`src/core/rpr_pkg.sv`:
```
// ==========================================================================
// Shared constants for the register preload and power-up reset block.
// ==========================================================================
package rpr_pkg;

    // Number of output cells; each cell holds two registers.
    localparam int NUM_CELLS_DEF = 10;

    // Registers per cell and the index of each register within a cell.
    localparam int REGS_PER_CELL = 2;
    localparam int REG_FIRST     = 0;
    localparam int REG_SECOND    = 1;

    // System clock period in nanoseconds (20 MHz).
    localparam int CLK_PERIOD_NS = 50;

    // Power-up reset interval, typical and longest, in nanoseconds.
    localparam int PR_TYP_NS = 600;
    localparam int PR_MAX_NS = 1000;

    // Longest time rounds down to whole cycles, never below one.
    localparam int PR_CYCLES_RAW = PR_MAX_NS / CLK_PERIOD_NS;
    localparam int PR_CYCLES     = (PR_CYCLES_RAW < 1) ? 1 : PR_CYCLES_RAW;

    // Width of the reset interval counter.
    localparam int PR_CNT_W = $clog2(PR_CYCLES + 1);

    // Reset value of every register, and of the registered output pins.
    localparam logic REG_RESET_VAL = 1'h0;

    // Sequencer states, one-hot.
    typedef enum logic [1:0] {
        ST_RESETTING = 2'h1,
        ST_RUN       = 2'h2
    } rpr_state_t;

endpackage

```
`src/core/rpr_cell.sv`:
```
`timescale 1ns/100ps
// ==========================================================================
// One output cell: two registers with a normal load path and a force path.
// ==========================================================================
module rpr_cell
    import rpr_pkg::*;
(
    input  wire logic       clk_i,       // System clock.
    input  wire logic       rst_i,       // Synchronous reset, active high.
    input  wire logic       ce_i,        // Clock enable, freezes all state.
    input  wire logic       load_en_i,   // Low while power-up reset runs.
    input  wire logic       preload_i,   // Elevated mode level is present.
    input  wire logic       select_i,    // Picks the register to force.
    input  wire logic       io_pin_i,    // Level seen on the cell's I/O pin.
    input  wire logic [1:0] strobe_i,    // Clock-term pulses, one per reg.
    input  wire logic [1:0] sum_term_i,  // Normal sum-term data per reg.
    output logic      [1:0] q_o          // Register contents.
);

    // ======================================================================
    // Register state.
    // ======================================================================
    logic [1:0] q_reg;   // The two registers of the cell.
    logic [1:0] q_next;  // Their next values.

    // Next-value logic. In force mode any clock-term pulse of the cell
    // writes the pin level into the selected register only; the pin level
    // is taken as is, so output polarity never inverts it.
    always_comb begin
        q_next = q_reg;
        if (load_en_i) begin
            if (preload_i) begin
                if (|strobe_i) begin
                    q_next[select_i] = io_pin_i;
                end
            end else begin
                // Without the mode level only sum terms reach the regs.
                for (int k = 0; k < REGS_PER_CELL; k++) begin
                    if (strobe_i[k]) begin
                        q_next[k] = sum_term_i[k];
                    end
                end
            end
        end
    end

    // Registering only; reset clears both registers low.
    always_ff @(posedge clk_i) begin
        if (rst_i) begin
            q_reg <= {REGS_PER_CELL{REG_RESET_VAL}};
        end else if (ce_i) begin
            q_reg <= q_next;
        end
    end

    assign q_o = q_reg;

endmodule

```
`src/core/rpr_preload_top.sv`:
```
`timescale 1ns/100ps
// What this block does
// - Test logic forces any register high or low.
// - Pin high loads one, low loads zero.
// - Select low picks first, high second register.
// - Power-up reset clears every register low.
// ==========================================================================
// Register preload and power-up reset for a bank of output cells.
// ==========================================================================
module rpr_preload_top
    import rpr_pkg::*;
#(
    parameter int NUM_CELLS = NUM_CELLS_DEF  // Output cells in the bank.
)
(
    input  wire logic                   SYS_CLK_I,      // 20 MHz clock.
    input  wire logic                   SYS_RST_I,      // Power-up reset.
    input  wire logic                   SYS_CE_I,       // Clock enable.
    input  wire logic                   PRELOAD_HV_I,   // Mode level seen.
    input  wire logic                   SELECT_I,       // Register select.
    input  wire logic [NUM_CELLS-1:0]   IO_PIN_I,       // I/O pin levels.
    input  wire logic [NUM_CELLS-1:0]   POLARITY_I,     // 1 inverts output.
    input  wire logic [2*NUM_CELLS-1:0] CLK_TERM_I,     // Clock terms.
    input  wire logic [2*NUM_CELLS-1:0] SUM_TERM_I,     // Sum-term data.
    output logic      [2*NUM_CELLS-1:0] REG_Q_O,        // Register feedback.
    output logic      [NUM_CELLS-1:0]   OUT_PIN_O,      // Output pin level.
    output logic                        RESET_BUSY_O    // Reset interval.
);

    // ======================================================================
    // Declarations.
    // ======================================================================
    rpr_state_t              state_reg;     // Sequencer state.
    rpr_state_t              state_next;    // Next sequencer state.
    logic [PR_CNT_W-1:0]     cnt_reg;       // Cycles spent in reset.
    logic [PR_CNT_W-1:0]     cnt_next;      // Next count.
    logic                    busy_reg;      // Reset interval flag.
    logic                    busy_next;     // Next reset interval flag.
    logic [2*NUM_CELLS-1:0]  term_reg;      // Clock terms one cycle ago.
    logic [2*NUM_CELLS-1:0]  strobe;        // Rising edges of clock terms.
    logic [NUM_CELLS-1:0]    out_reg;       // Registered output pins.
    logic [NUM_CELLS-1:0]    out_next;      // Next output pin levels.
    logic                    load_en;       // Loads allowed.

    // ======================================================================
    // Power-up reset sequencer.
    // ======================================================================
    // The interval is counted at its longest figure. Clock terms that move
    // during it are ignored rather than trusted, since the outside party is
    // expected to hold them still anyway.
    always_comb begin
        state_next = state_reg;
        cnt_next   = cnt_reg;
        busy_next  = busy_reg;
        case (state_reg)
            ST_RESETTING: begin
                if (cnt_reg == PR_CNT_W'(PR_CYCLES - 1)) begin
                    state_next = ST_RUN;
                    busy_next  = 1'b0;
                end else begin
                    cnt_next = cnt_reg + PR_CNT_W'(1);
                end
            end
            ST_RUN: begin
                busy_next = 1'b0;
            end
            default: begin
                state_next = ST_RESETTING;
                cnt_next   = '0;
                busy_next  = 1'b1;
            end
        endcase
    end

    // Sequencer registers; reset restarts the interval.
    always_ff @(posedge SYS_CLK_I) begin
        if (SYS_RST_I) begin
            state_reg <= ST_RESETTING;
            cnt_reg   <= '0;
            busy_reg  <= 1'b1;
        end else if (SYS_CE_I) begin
            state_reg <= state_next;
            cnt_reg   <= cnt_next;
            busy_reg  <= busy_next;
        end
    end

    // Loads are blocked until the interval has ended.
    assign load_en = (state_reg == ST_RUN);

    // ======================================================================
    // Clock-term edge detection.
    // ======================================================================
    // A register acts on the rising edge of its clock term, so the term is
    // compared with its previous sample. Reset starts the history low to
    // match the idle level, and the history keeps sampling through the
    // interval, so a term held high across it gives no pulse afterwards.
    always_ff @(posedge SYS_CLK_I) begin
        if (SYS_RST_I) begin
            term_reg <= '0;
        end else if (SYS_CE_I) begin
            term_reg <= CLK_TERM_I;
        end
    end

    assign strobe = CLK_TERM_I & ~term_reg;

    // ======================================================================
    // Register cells.
    // ======================================================================
    for (genvar c = 0; c < NUM_CELLS; c++) begin : g_cell
        rpr_cell u_cell (
            .clk_i      (SYS_CLK_I),
            .rst_i      (SYS_RST_I),
            .ce_i       (SYS_CE_I),
            .load_en_i  (load_en),
            .preload_i  (PRELOAD_HV_I),
            .select_i   (SELECT_I),
            .io_pin_i   (IO_PIN_I[c]),
            .strobe_i   (strobe[2*c +: 2]),
            .sum_term_i (SUM_TERM_I[2*c +: 2]),
            .q_o        (REG_Q_O[2*c +: 2])
        );
    end

    // ======================================================================
    // Output buffers.
    // ======================================================================
    // The first register of each cell drives its pin through the chosen
    // polarity; this costs one cycle of latency to keep the port on a flop.
    always_comb begin
        out_next = '0;
        for (int c = 0; c < NUM_CELLS; c++) begin
            out_next[c] = REG_Q_O[2*c + REG_FIRST] ^ POLARITY_I[c];
        end
    end

    // Output pin register.
    always_ff @(posedge SYS_CLK_I) begin
        if (SYS_RST_I) begin
            out_reg <= {NUM_CELLS{REG_RESET_VAL}};
        end else if (SYS_CE_I) begin
            out_reg <= out_next;
        end
    end

    assign OUT_PIN_O    = out_reg;
    assign RESET_BUSY_O = busy_reg;
endmodule

```
`config.mk`:
```
export PLATFORM = sky130hd
export DESIGN_NAME = rpr_preload_top
export DESIGN_NICKNAME = d
export VERILOG_FILES = /design/src/core/rpr_pkg.sv /design/src/core/rpr_cell.sv /design/src/core/rpr_preload_top.sv
export SDC_FILE = /design/constraint.sdc
export NUM_CORES = 1
export LEC_CHECK = 0
export BUFFER_PORTS_ARGS = -buffer_cell sky130_fd_sc_hd__buf_2
export CAP_MARGIN = 10
export CELL_PAD_IN_SITES_DETAIL_PLACEMENT = 1
export CELL_PAD_IN_SITES_GLOBAL_PLACEMENT = 2
export CORE_MARGIN = 2
export CORE_UTILIZATION = 28
export CTS_BUF_LIST = sky130_fd_sc_hd__clkbuf_4 sky130_fd_sc_hd__clkbuf_8 sky130_fd_sc_hd__clkbuf_16
export DETAILED_ROUTE_END_ITERATION = 6
export MAX_ROUTING_LAYER = met4
export PLACE_DENSITY_LB_ADDON = 0.1
export RECOVER_POWER = 25
export SYNTH_ARGS = -nofsm -noshare
export SYNTH_HDL_FRONTEND = slang
export SYNTH_SLANG_ARGS = --single-unit
```
`constraint.sdc`:
```
create_clock -name SYS_CLK_I -period 1.5 [get_ports SYS_CLK_I]
set_input_delay 0.15 -clock SYS_CLK_I [delete_from_list [all_inputs] [get_ports SYS_CLK_I]]
set_output_delay 0.15 -clock SYS_CLK_I [all_outputs]
set_load 0.01 [all_outputs]
```
==> run_results.csv, run 1 <==
group,metric,value,unit
routing,total_wirelength,10100,µm
layout,layoutNonFillerInstCount,607,
timing,timing_hold_violations_final,0,
critical_path,endpoint_kind,"flip-flop",
routing,routed-via-count,3005,
timing,finalClockSkew,0.00415,ns
placement,place_hpwl,7440,µm
power,netSwitchingFraction,24.3,%
routing,drc,7,
clock_tree,worst_setup_hold_path_clk_slew,0.05,ns
global_route,grt_antenna_before_repair,0,
run_status,result_of_the_run,"finished, violations left",
layout,layout.area.seq,0.00116,mm²
power,p_leak,1.95,nW
power,seqPwrFrac,39.5,%
critical_path,critical_path_required,1.73,ns
global_route,grt_max_degree,36,
critical_path,path_cells,"ha_2 -> and2_4 -> buf_12 -> o211ai_1 -> a221oi_2",
global_route,grt_overflow,0,
critical_path,critical_path_arrival,1.64,ns
timing,worst_slack,0.0912,ns
clock_tree,cts_htree_levels,3,
clock_tree,cts_tree,"done",
clock_tree,tritoncts.num_buffers,9,
die,die_y,113,µm
die,die_ar,0.0128,mm²
synthesis,mappedNetlistNets,426,
layout,syn_to_layout_area_delta,31.0,%
routing,antenna_violating_nets_post_route,0,
die,initial_utilization,28.9,%
placement,gp_congestion,0.793,
die,num_io_pins,96,
clock_tree,clock_path_buffers,2,
power,ir_worst_vdd,0.000411,V
synthesis,synth_top_area_share,34.9,%
layout,num-nets-final,528,
timing,max_freq,0.710,GHz
routing,drt_iter0_drc,86,
clock_tree,cts_num_sinks,58,
synthesis,yosys-top-cells-area,"dfxtp_1, a221oi_2, and3b_1",
power,internal_power,0.00314,W
synthesis,synth_warnings,0,
synthesis,yosysUniqueCellTypes,32,
critical_path,path_buf_inv,1,
timing,slew_violations,0,
run,max_cap_violations,0,
clock_tree,clock_tree.root_cell,"clkbuf_16",
timing,timing.setup.tns,0,ns
placement,numPortBuffers,95,
critical_path,internal_reg_to_reg_setup_slack,0.09,ns
critical_path,timing.critical_path.slowest_cell_delay,0.36,ns
critical_path,worstSetupPathType,"reg2reg",
routing,post_drt_via_cell_ratio,4.95,
synthesis,synth_area_per_cell,9.29,µm²
synthesis,synth_seq_cells,58,
synthesis,synth.cell_area,0.00333,mm²
timing,timing.final.crit_share,93.9,%
clock_tree,worst_skew_pair.late_latency,0.32,ns
run_status,violations,"design-rule violations",
critical_path,critical-path-slowest-cell,"dfxtp_1",
synthesis,synth.yosys.seq_area_share,34.9,%
die,placement_rows,39,
power,p_sw,0.00101,W
power,power-per-cell-area,952,mW/mm²
timing,slew-limit-headroom,36.6,%
routing,detail_route.wl_per_cell,16.7,µm
critical_path,crit_fanout,18,
clock_tree,postCtsHoldBufs,0,
timing,period_needed,1.41,ns
layout,insertedDiodeCount,0,
critical_path,critical_path.top_delay_family,"compound AO/OA/AOI/OAI gates",
timing,max_slew.worst_pin.slew,0.950,ns
die,die-width,113,µm
global_route,grt_pass1_vias,3178,
layout,post-route-util,37.8,%
die,core,0.0115,mm²
synthesis,post-synth-top-area-cell,"dfxtp_1",
layout,multi_input_logic_area,0.00194,mm²
timing,final-setup-viol-count,0,
routing,dr.pass1.iters,6,
global_route,grt_first_pass_wirelength,16200,µm
critical_path,start_kind,"flip-flop",
synthesis,post_synth_inst_count,358,
layout,post_route_cells_drive_above_1_share,33.2,%
global_route,grt.total_usage,16.7,%
layout,n_fill_cell,1370,
placement,dp_cells,586,
power,share_clk_of_total_power,47.5,%
placement,placement.setup.worst_slack,0.0327,ns
min_path,timing.hold.worst.class,"in2reg",
timing,final.hold.worst_slack,0.0876,ns
power,power.combinational.fraction,13.0,%
==> metrics by stage <==
step                power [W]  cell area [µm²]
global route          0.00436             4360
floorplan             0.00199             3330
finish                0.00414             4360
CTS                   0.00424             4310
global placement      0.00221             4020
detailed placement    0.00222             4020
==> power by group through the flow <==
stage / registers, W / logic, W / clock network [W]
floorplan: 0.00167 / 0.000321 / 0
global placement: 0.00166 / 0.000547 / 0
detailed placement: 0.00167 / 0.000553 / 0
CTS: 0.00164 / 0.000555 / 0.00205
global route: 0.00164 / 0.000604 / 0.00211
finish: 0.00164 / 0.000538 / 0.00197
==> routing by layer <==
layer  GRT usage, %  vias up  share of wire (%)
met5              -        -                  0
met3           3.59        5                4.0
met4           5.12        0               0.86
met2           26.9       69                 46
li1               -     1496                  -
met1           21.1     1435                 50
==> worst register-to-register path, cell delays in order (launching register included) <==
cell and delay, ns:
dfxtp_1 0.36, ha_2 0.20, and2_4 0.20, buf_12 0.16, o211ai_1 0.12, a221oi_2 0.28
==> cell type report <==
type | instances | share of cell area, %
flip-flops and latches | 58 | 26.7
repair buffers | 117 | 16.1
multi-input cells | 251 | 44.5
well taps | 143 | 4.11
clock buffers | 13 | 6.43
clock inverters | 2 | 0.230
inverters | 23 | 1.98
==> cell usage after synthesis <==
master	n
dfxtp_1	58
nor2_1	53
and3b_1	31
mux2i_1	24
inv_1	23
nor2b_1	23
a221oi_2	20
o211ai_1	20
o22a_1	20
nor3b_1	12
a211oi_1	10
buf_2	10
xnor2_1	10
clkbuf_1	9
o21ai_0	5
buf_6	4
nand3b_1	4
ha_1	3
nand3_1	3
a31oi_1	2
buf_1	2
nand2b_1	2
a21boi_0	1
a21oi_1	1
and2_1	1
buf_4	1
nand2_1	1
nand2_2	1
nand2b_4	1
nand4bb_1	1
o21a_1	1
or4_1	1
==> timing repair <==
item | in CTS | in global routing
setup endpoints to repair | 0 | 21
resized for setup | 0 | 3
setup buffers | 0 | 5
==> path summary, 6_finish.rpt <==
path	from	end	depth (start not counted)
max	state_reg[1]$_SDFFE_PP0P_	g_cell[4].u_cell.q_o[0]$_SDFFE_PP0P_	5
min	CLK_TERM_I[4]	term_reg[4]$_SDFFE_PP0P_	3
max reg2reg	state_reg[1]$_SDFFE_PP0P_	g_cell[4].u_cell.q_o[0]$_SDFFE_PP0P_	5
min reg2reg	g_cell[2].u_cell.q_o[1]$_SDFFE_PP0P_	g_cell[2].u_cell.q_o[1]$_SDFFE_PP0P_	2
==> cell usage in the layout, fill, tap and decap left out, types with 5 or more instances in the layout <==
cell type and count:
dfxtp_1 58, nor2_1 53, and3b_1 31, a221oi_2 20, buf_2 94, o211ai_1 20
o21ai_0 5, mux2i_1 24, a211oi_1 10, nor3b_1 12, nor2b_1 23, inv_1 22
o22a_1 20, xnor2_1 10, clkbuf_16 10, buf_4 14
==> cells by family (layout without fill, tap and decap cells) <==
logic type                 Yosys count  count (layout)  synth area share [%]
AOI/OAI and AO/OA                   80              80                  22.8
xor gates and xnor gates            10              10                  2.63
adders and majority gates            3               3                  1.13
buffers and inverters               49             155                  6.92
DFF                                 58              58                  34.9
muxes                               24              24                  7.22
and+or+nand+nor                    134             134                  24.4
No activity file was read; power rests on OpenSTA's default activity.
==> inputs of run 2 (changes only) <==
--- a/config.mk
+++ b/config.mk
@@ -10,12 +10,14 @@
 export CELL_PAD_IN_SITES_DETAIL_PLACEMENT = 1
 export CELL_PAD_IN_SITES_GLOBAL_PLACEMENT = 2
 export CORE_MARGIN = 2
-export CORE_UTILIZATION = 28
+export CORE_UTILIZATION = 27
 export CTS_BUF_LIST = sky130_fd_sc_hd__clkbuf_4 sky130_fd_sc_hd__clkbuf_8 sky130_fd_sc_hd__clkbuf_16
 export DETAILED_ROUTE_END_ITERATION = 6
 export MAX_ROUTING_LAYER = met4
 export PLACE_DENSITY_LB_ADDON = 0.1
 export RECOVER_POWER = 25
+export SLEW_MARGIN = 10
 export SYNTH_ARGS = -nofsm -noshare
 export SYNTH_HDL_FRONTEND = slang
+export SYNTH_HIERARCHICAL = 1
 export SYNTH_SLANG_ARGS = --single-unit
==> run 2 against run 1 <==
Effect of this change:
- the flow now finishes without violations
- hold slack got worse by 0.021 ns
- critical path type unchanged
- combinational power decreased by 2%
- largest cell class unchanged
- synthesized cell count decreased by 2.0%
- via count increased by 1.0%
- register-to-register slack got worse by 0.05 ns
- critical path depth increased by 1
==> run_results.csv, run 2 <==
group,metric,value,unit
routing,drt_iter0_drc,56,
critical_path,critical-path-slowest-cell,"or4_4",
die,die_y,111,µm
critical_path,worstSetupPathType,"reg2reg",
synthesis,synth_warnings,6,
timing,slew_violations,0,
routing,dr.pass1.iters,4,
timing,timing.final.crit_share,97.0,%
global_route,grt_overflow,0,
synthesis,synth_top_area_share,37.3,%
critical_path,r2r-start,"state_reg[0]$_SDFFE_PP1P_",
layout,post-route-util,37.6,%
global_route,grt_first_pass_wirelength,15400,µm
critical_path,timing.critical_path.from,"state_reg[0]$_SDFFE_PP1P_",
global_route,gr-usage-met1,19.5,%
critical_path,endpoint_kind,"flip-flop",
critical_path,path_cells,"inv_2 -> ha_4 -> buf_6 -> nand2b_4 -> or4_4 -> a31oi_1",
clock_tree,cts_num_sinks,58,
timing,grt_setup_unrepaired,"yes",
clock_tree,worst_setup_hold_path_clk_slew,0.05,ns
critical_path,critical_path_required,1.76,ns
global_route,grt_antenna_before_repair,0,
synthesis,post-synth-top-area-cell,"dfxtp_1",
power,ir_worst_vdd,0.000597,V
layout,layout_common_cells,"buf_2, dfxtp_1, a21oi_1",
placement,placement.setup.worst_slack,-0.0512,ns
synthesis,synth.yosys.seq_area_share,37.3,%
timing,finalClockSkew,0.00566,ns
clock_tree,postCtsHoldBufs,0,
synthesis,yosysUniqueCellTypes,30,
timing,period_needed,1.46,ns
timing,max_slew.worst_pin.slew,0.975,ns
layout,layout_commonest_cell,"buf_2",
timing,slew-limit-headroom,35.0,%
run,max_cap_violations,0,
critical_path,timing.critical_path.slowest_cell_delay,0.46,ns
synthesis,synth-main-ff-cell,"dfxtp_1",
global_route,grt_util_met2,25.5,%
layout,syn_to_layout_area_delta,36.6,%
power,fin_total_pwr,0.00428,W
clock_tree,tritoncts.num_buffers,9,
synthesis,post-synth-top-count-cell,"dfxtp_1",
critical_path,critical_path_arrival,1.71,ns
power,power-per-cell-area,1010,mW/mm²
layout,multi_input_logic_area,0.00192,mm²
synthesis,number_of_enable_flip_flop_cells_after_synthesis,0,
routing,post_drt_via_cell_ratio,4.94,
die,num_io_pins,96,
global_route,met3_usage,3.86,%
synthesis,synth.cell_area,0.00311,mm²
synthesis,synth_seq_cells,58,
routing,detail_route.wl_per_cell,15.4,µm
routing,routed-via-count,3036,
placement,numPortBuffers,95,
synthesis,post_synth_inst_count,351,
global_route,grt.total_usage,15.8,%
critical_path,start_kind,"flip-flop",
timing,final-setup-viol-count,0,
placement,place_hpwl,6830,µm
clock_tree,clock_path_buffers,2,
synthesis,synth_area_per_cell,8.87,µm²
run_status,result_of_the_run,"finished, final reports clean",
clock_tree,cts_htree_levels,3,
clock_tree,clock_tree.root_cell,"clkbuf_16",
routing,total_wirelength,9480,µm
routing,antenna_violating_nets_post_route,0,
placement,gp_congestion,0.718,
die,placement_rows,39,
power,p_leak,1.71,nW
synthesis,ys_async_sr_fraction,0,%
die,initial_utilization,27.5,%
synthesis,mappedNetlistNets,419,
global_route,grt_pass1_vias,3125,
layout,post_route_cells_drive_above_1_share,33.3,%
layout,num-nets-final,534,
clock_tree,cts_tree,"done",
timing,max_freq,0.687,GHz
routing,drc,0,
layout,insertedDiodeCount,0,
timing,worst_slack,0.0448,ns
min_path,timing.hold.worst.class,"in2reg",
critical_path,crit_fanout,6,
layout,n_fill_cell,1334,
layout,layout.area.seq,0.00116,mm²
timing,timing_hold_violations_final,0,
clock_tree,worst_skew_pair.late_latency,0.33,ns
die,die_ar,0.0124,mm²
synthesis,synth_common_cells,"dfxtp_1, a21oi_1, nor2b_1",
die,core,0.0113,mm²
die,die-width,111,µm
global_route,global_route.peak_usage_layer,"met2",
min_path,worst_hold_startpoint,"CLK_TERM_I[6]",
synthesis,yosys-top-cells-area,"dfxtp_1, a2111o_1, a21oi_1",
global_route,grt_max_degree,47,
-- run 2: repair_timing --
item	in CTS	in global routing
setup endpoints to repair	21	11
buffers inserted	0	4
pin swaps	0	1
gates cloned	0	0
resized for setup	1	5
-- run 2: path summary, 6_finish.rpt --
| kind | end | slack (ns) | cells after the start |
|---|---|---|---|
| worst max-delay path | cnt_reg[0]$_SDFFE_PP0P_ | 0.04 | 6 |
| worst min-delay path | term_reg[6]$_SDFFE_PP0P_ | 0.07 | 3 |
| worst max register to register | cnt_reg[0]$_SDFFE_PP0P_ | 0.04 | 6 |
| worst min register to register | g_cell[2].u_cell/q_o[1]$_SDFFE_PP0P_ | 0.47 | 2 |
-- run 2: metal layers --
metal  wire [µm]  up-vias
li1            -     1527
met1        4520     1444
met2        4530       57
met3         320        8
met4         117        0
met5           0        -
-- run 2: final cells by class --
cell class | instances | area share, %
Clock inverter | 2 | 0.823
Sequential cell | 58 | 27.3
Clock buffer | 14 | 6.47
Timing Repair Buffer | 115 | 15.9
Tap cell | 143 | 4.20
Multi-Input combinational cell | 279 | 45.0
Inverter | 3 | 0.265
-- run 2: report_power, final --
group / internal [W] / switching, W
clock: 0.00143 / 0.000698
combinational: 0.000244 / 0.000285
sequential: 0.00160 / 0.0000265
-- run 2: cells by family (layout without fill, tap and decap cells) --
logic type,Yosys count,in the layout,synth area share [%]
buffers and inverters,14,134,1.85
flip-flops,58,58,37.3
AO/OA/AOI/OAI,102,102,23.2
multiplexers,20,20,6.43
XOR/XNOR,10,10,2.81
AND/OR/NAND/NOR,144,144,27.2
adder cells (fa/ha/maj),3,3,1.21
-- run 2: worst max-delay path: cells and delay by family (launching register included) --
family / cells / cell delay (ns)
compound gates: 1 / 0.13
simple gates: 2 / 0.59
buf+inv: 2 / 0.17
flops: 1 / 0.33
fa+ha+maj: 1 / 0.16
-- run 2: per-stage QoR --
step | hold slack, ns | instance area (µm²) | setup TNS, ns | cells
floorplan | 0.219 | 3120 | 0 | 351
finish | 0.0670 | 4260 | 0 | 614
global route | 0.0806 | 4260 | -0.131 | 614
CTS | 0.0578 | 4230 | 0 | 610
detailed placement | 0.403 | 3910 | -0.383 | 594
global placement | 0.398 | 3910 | 0 | 594
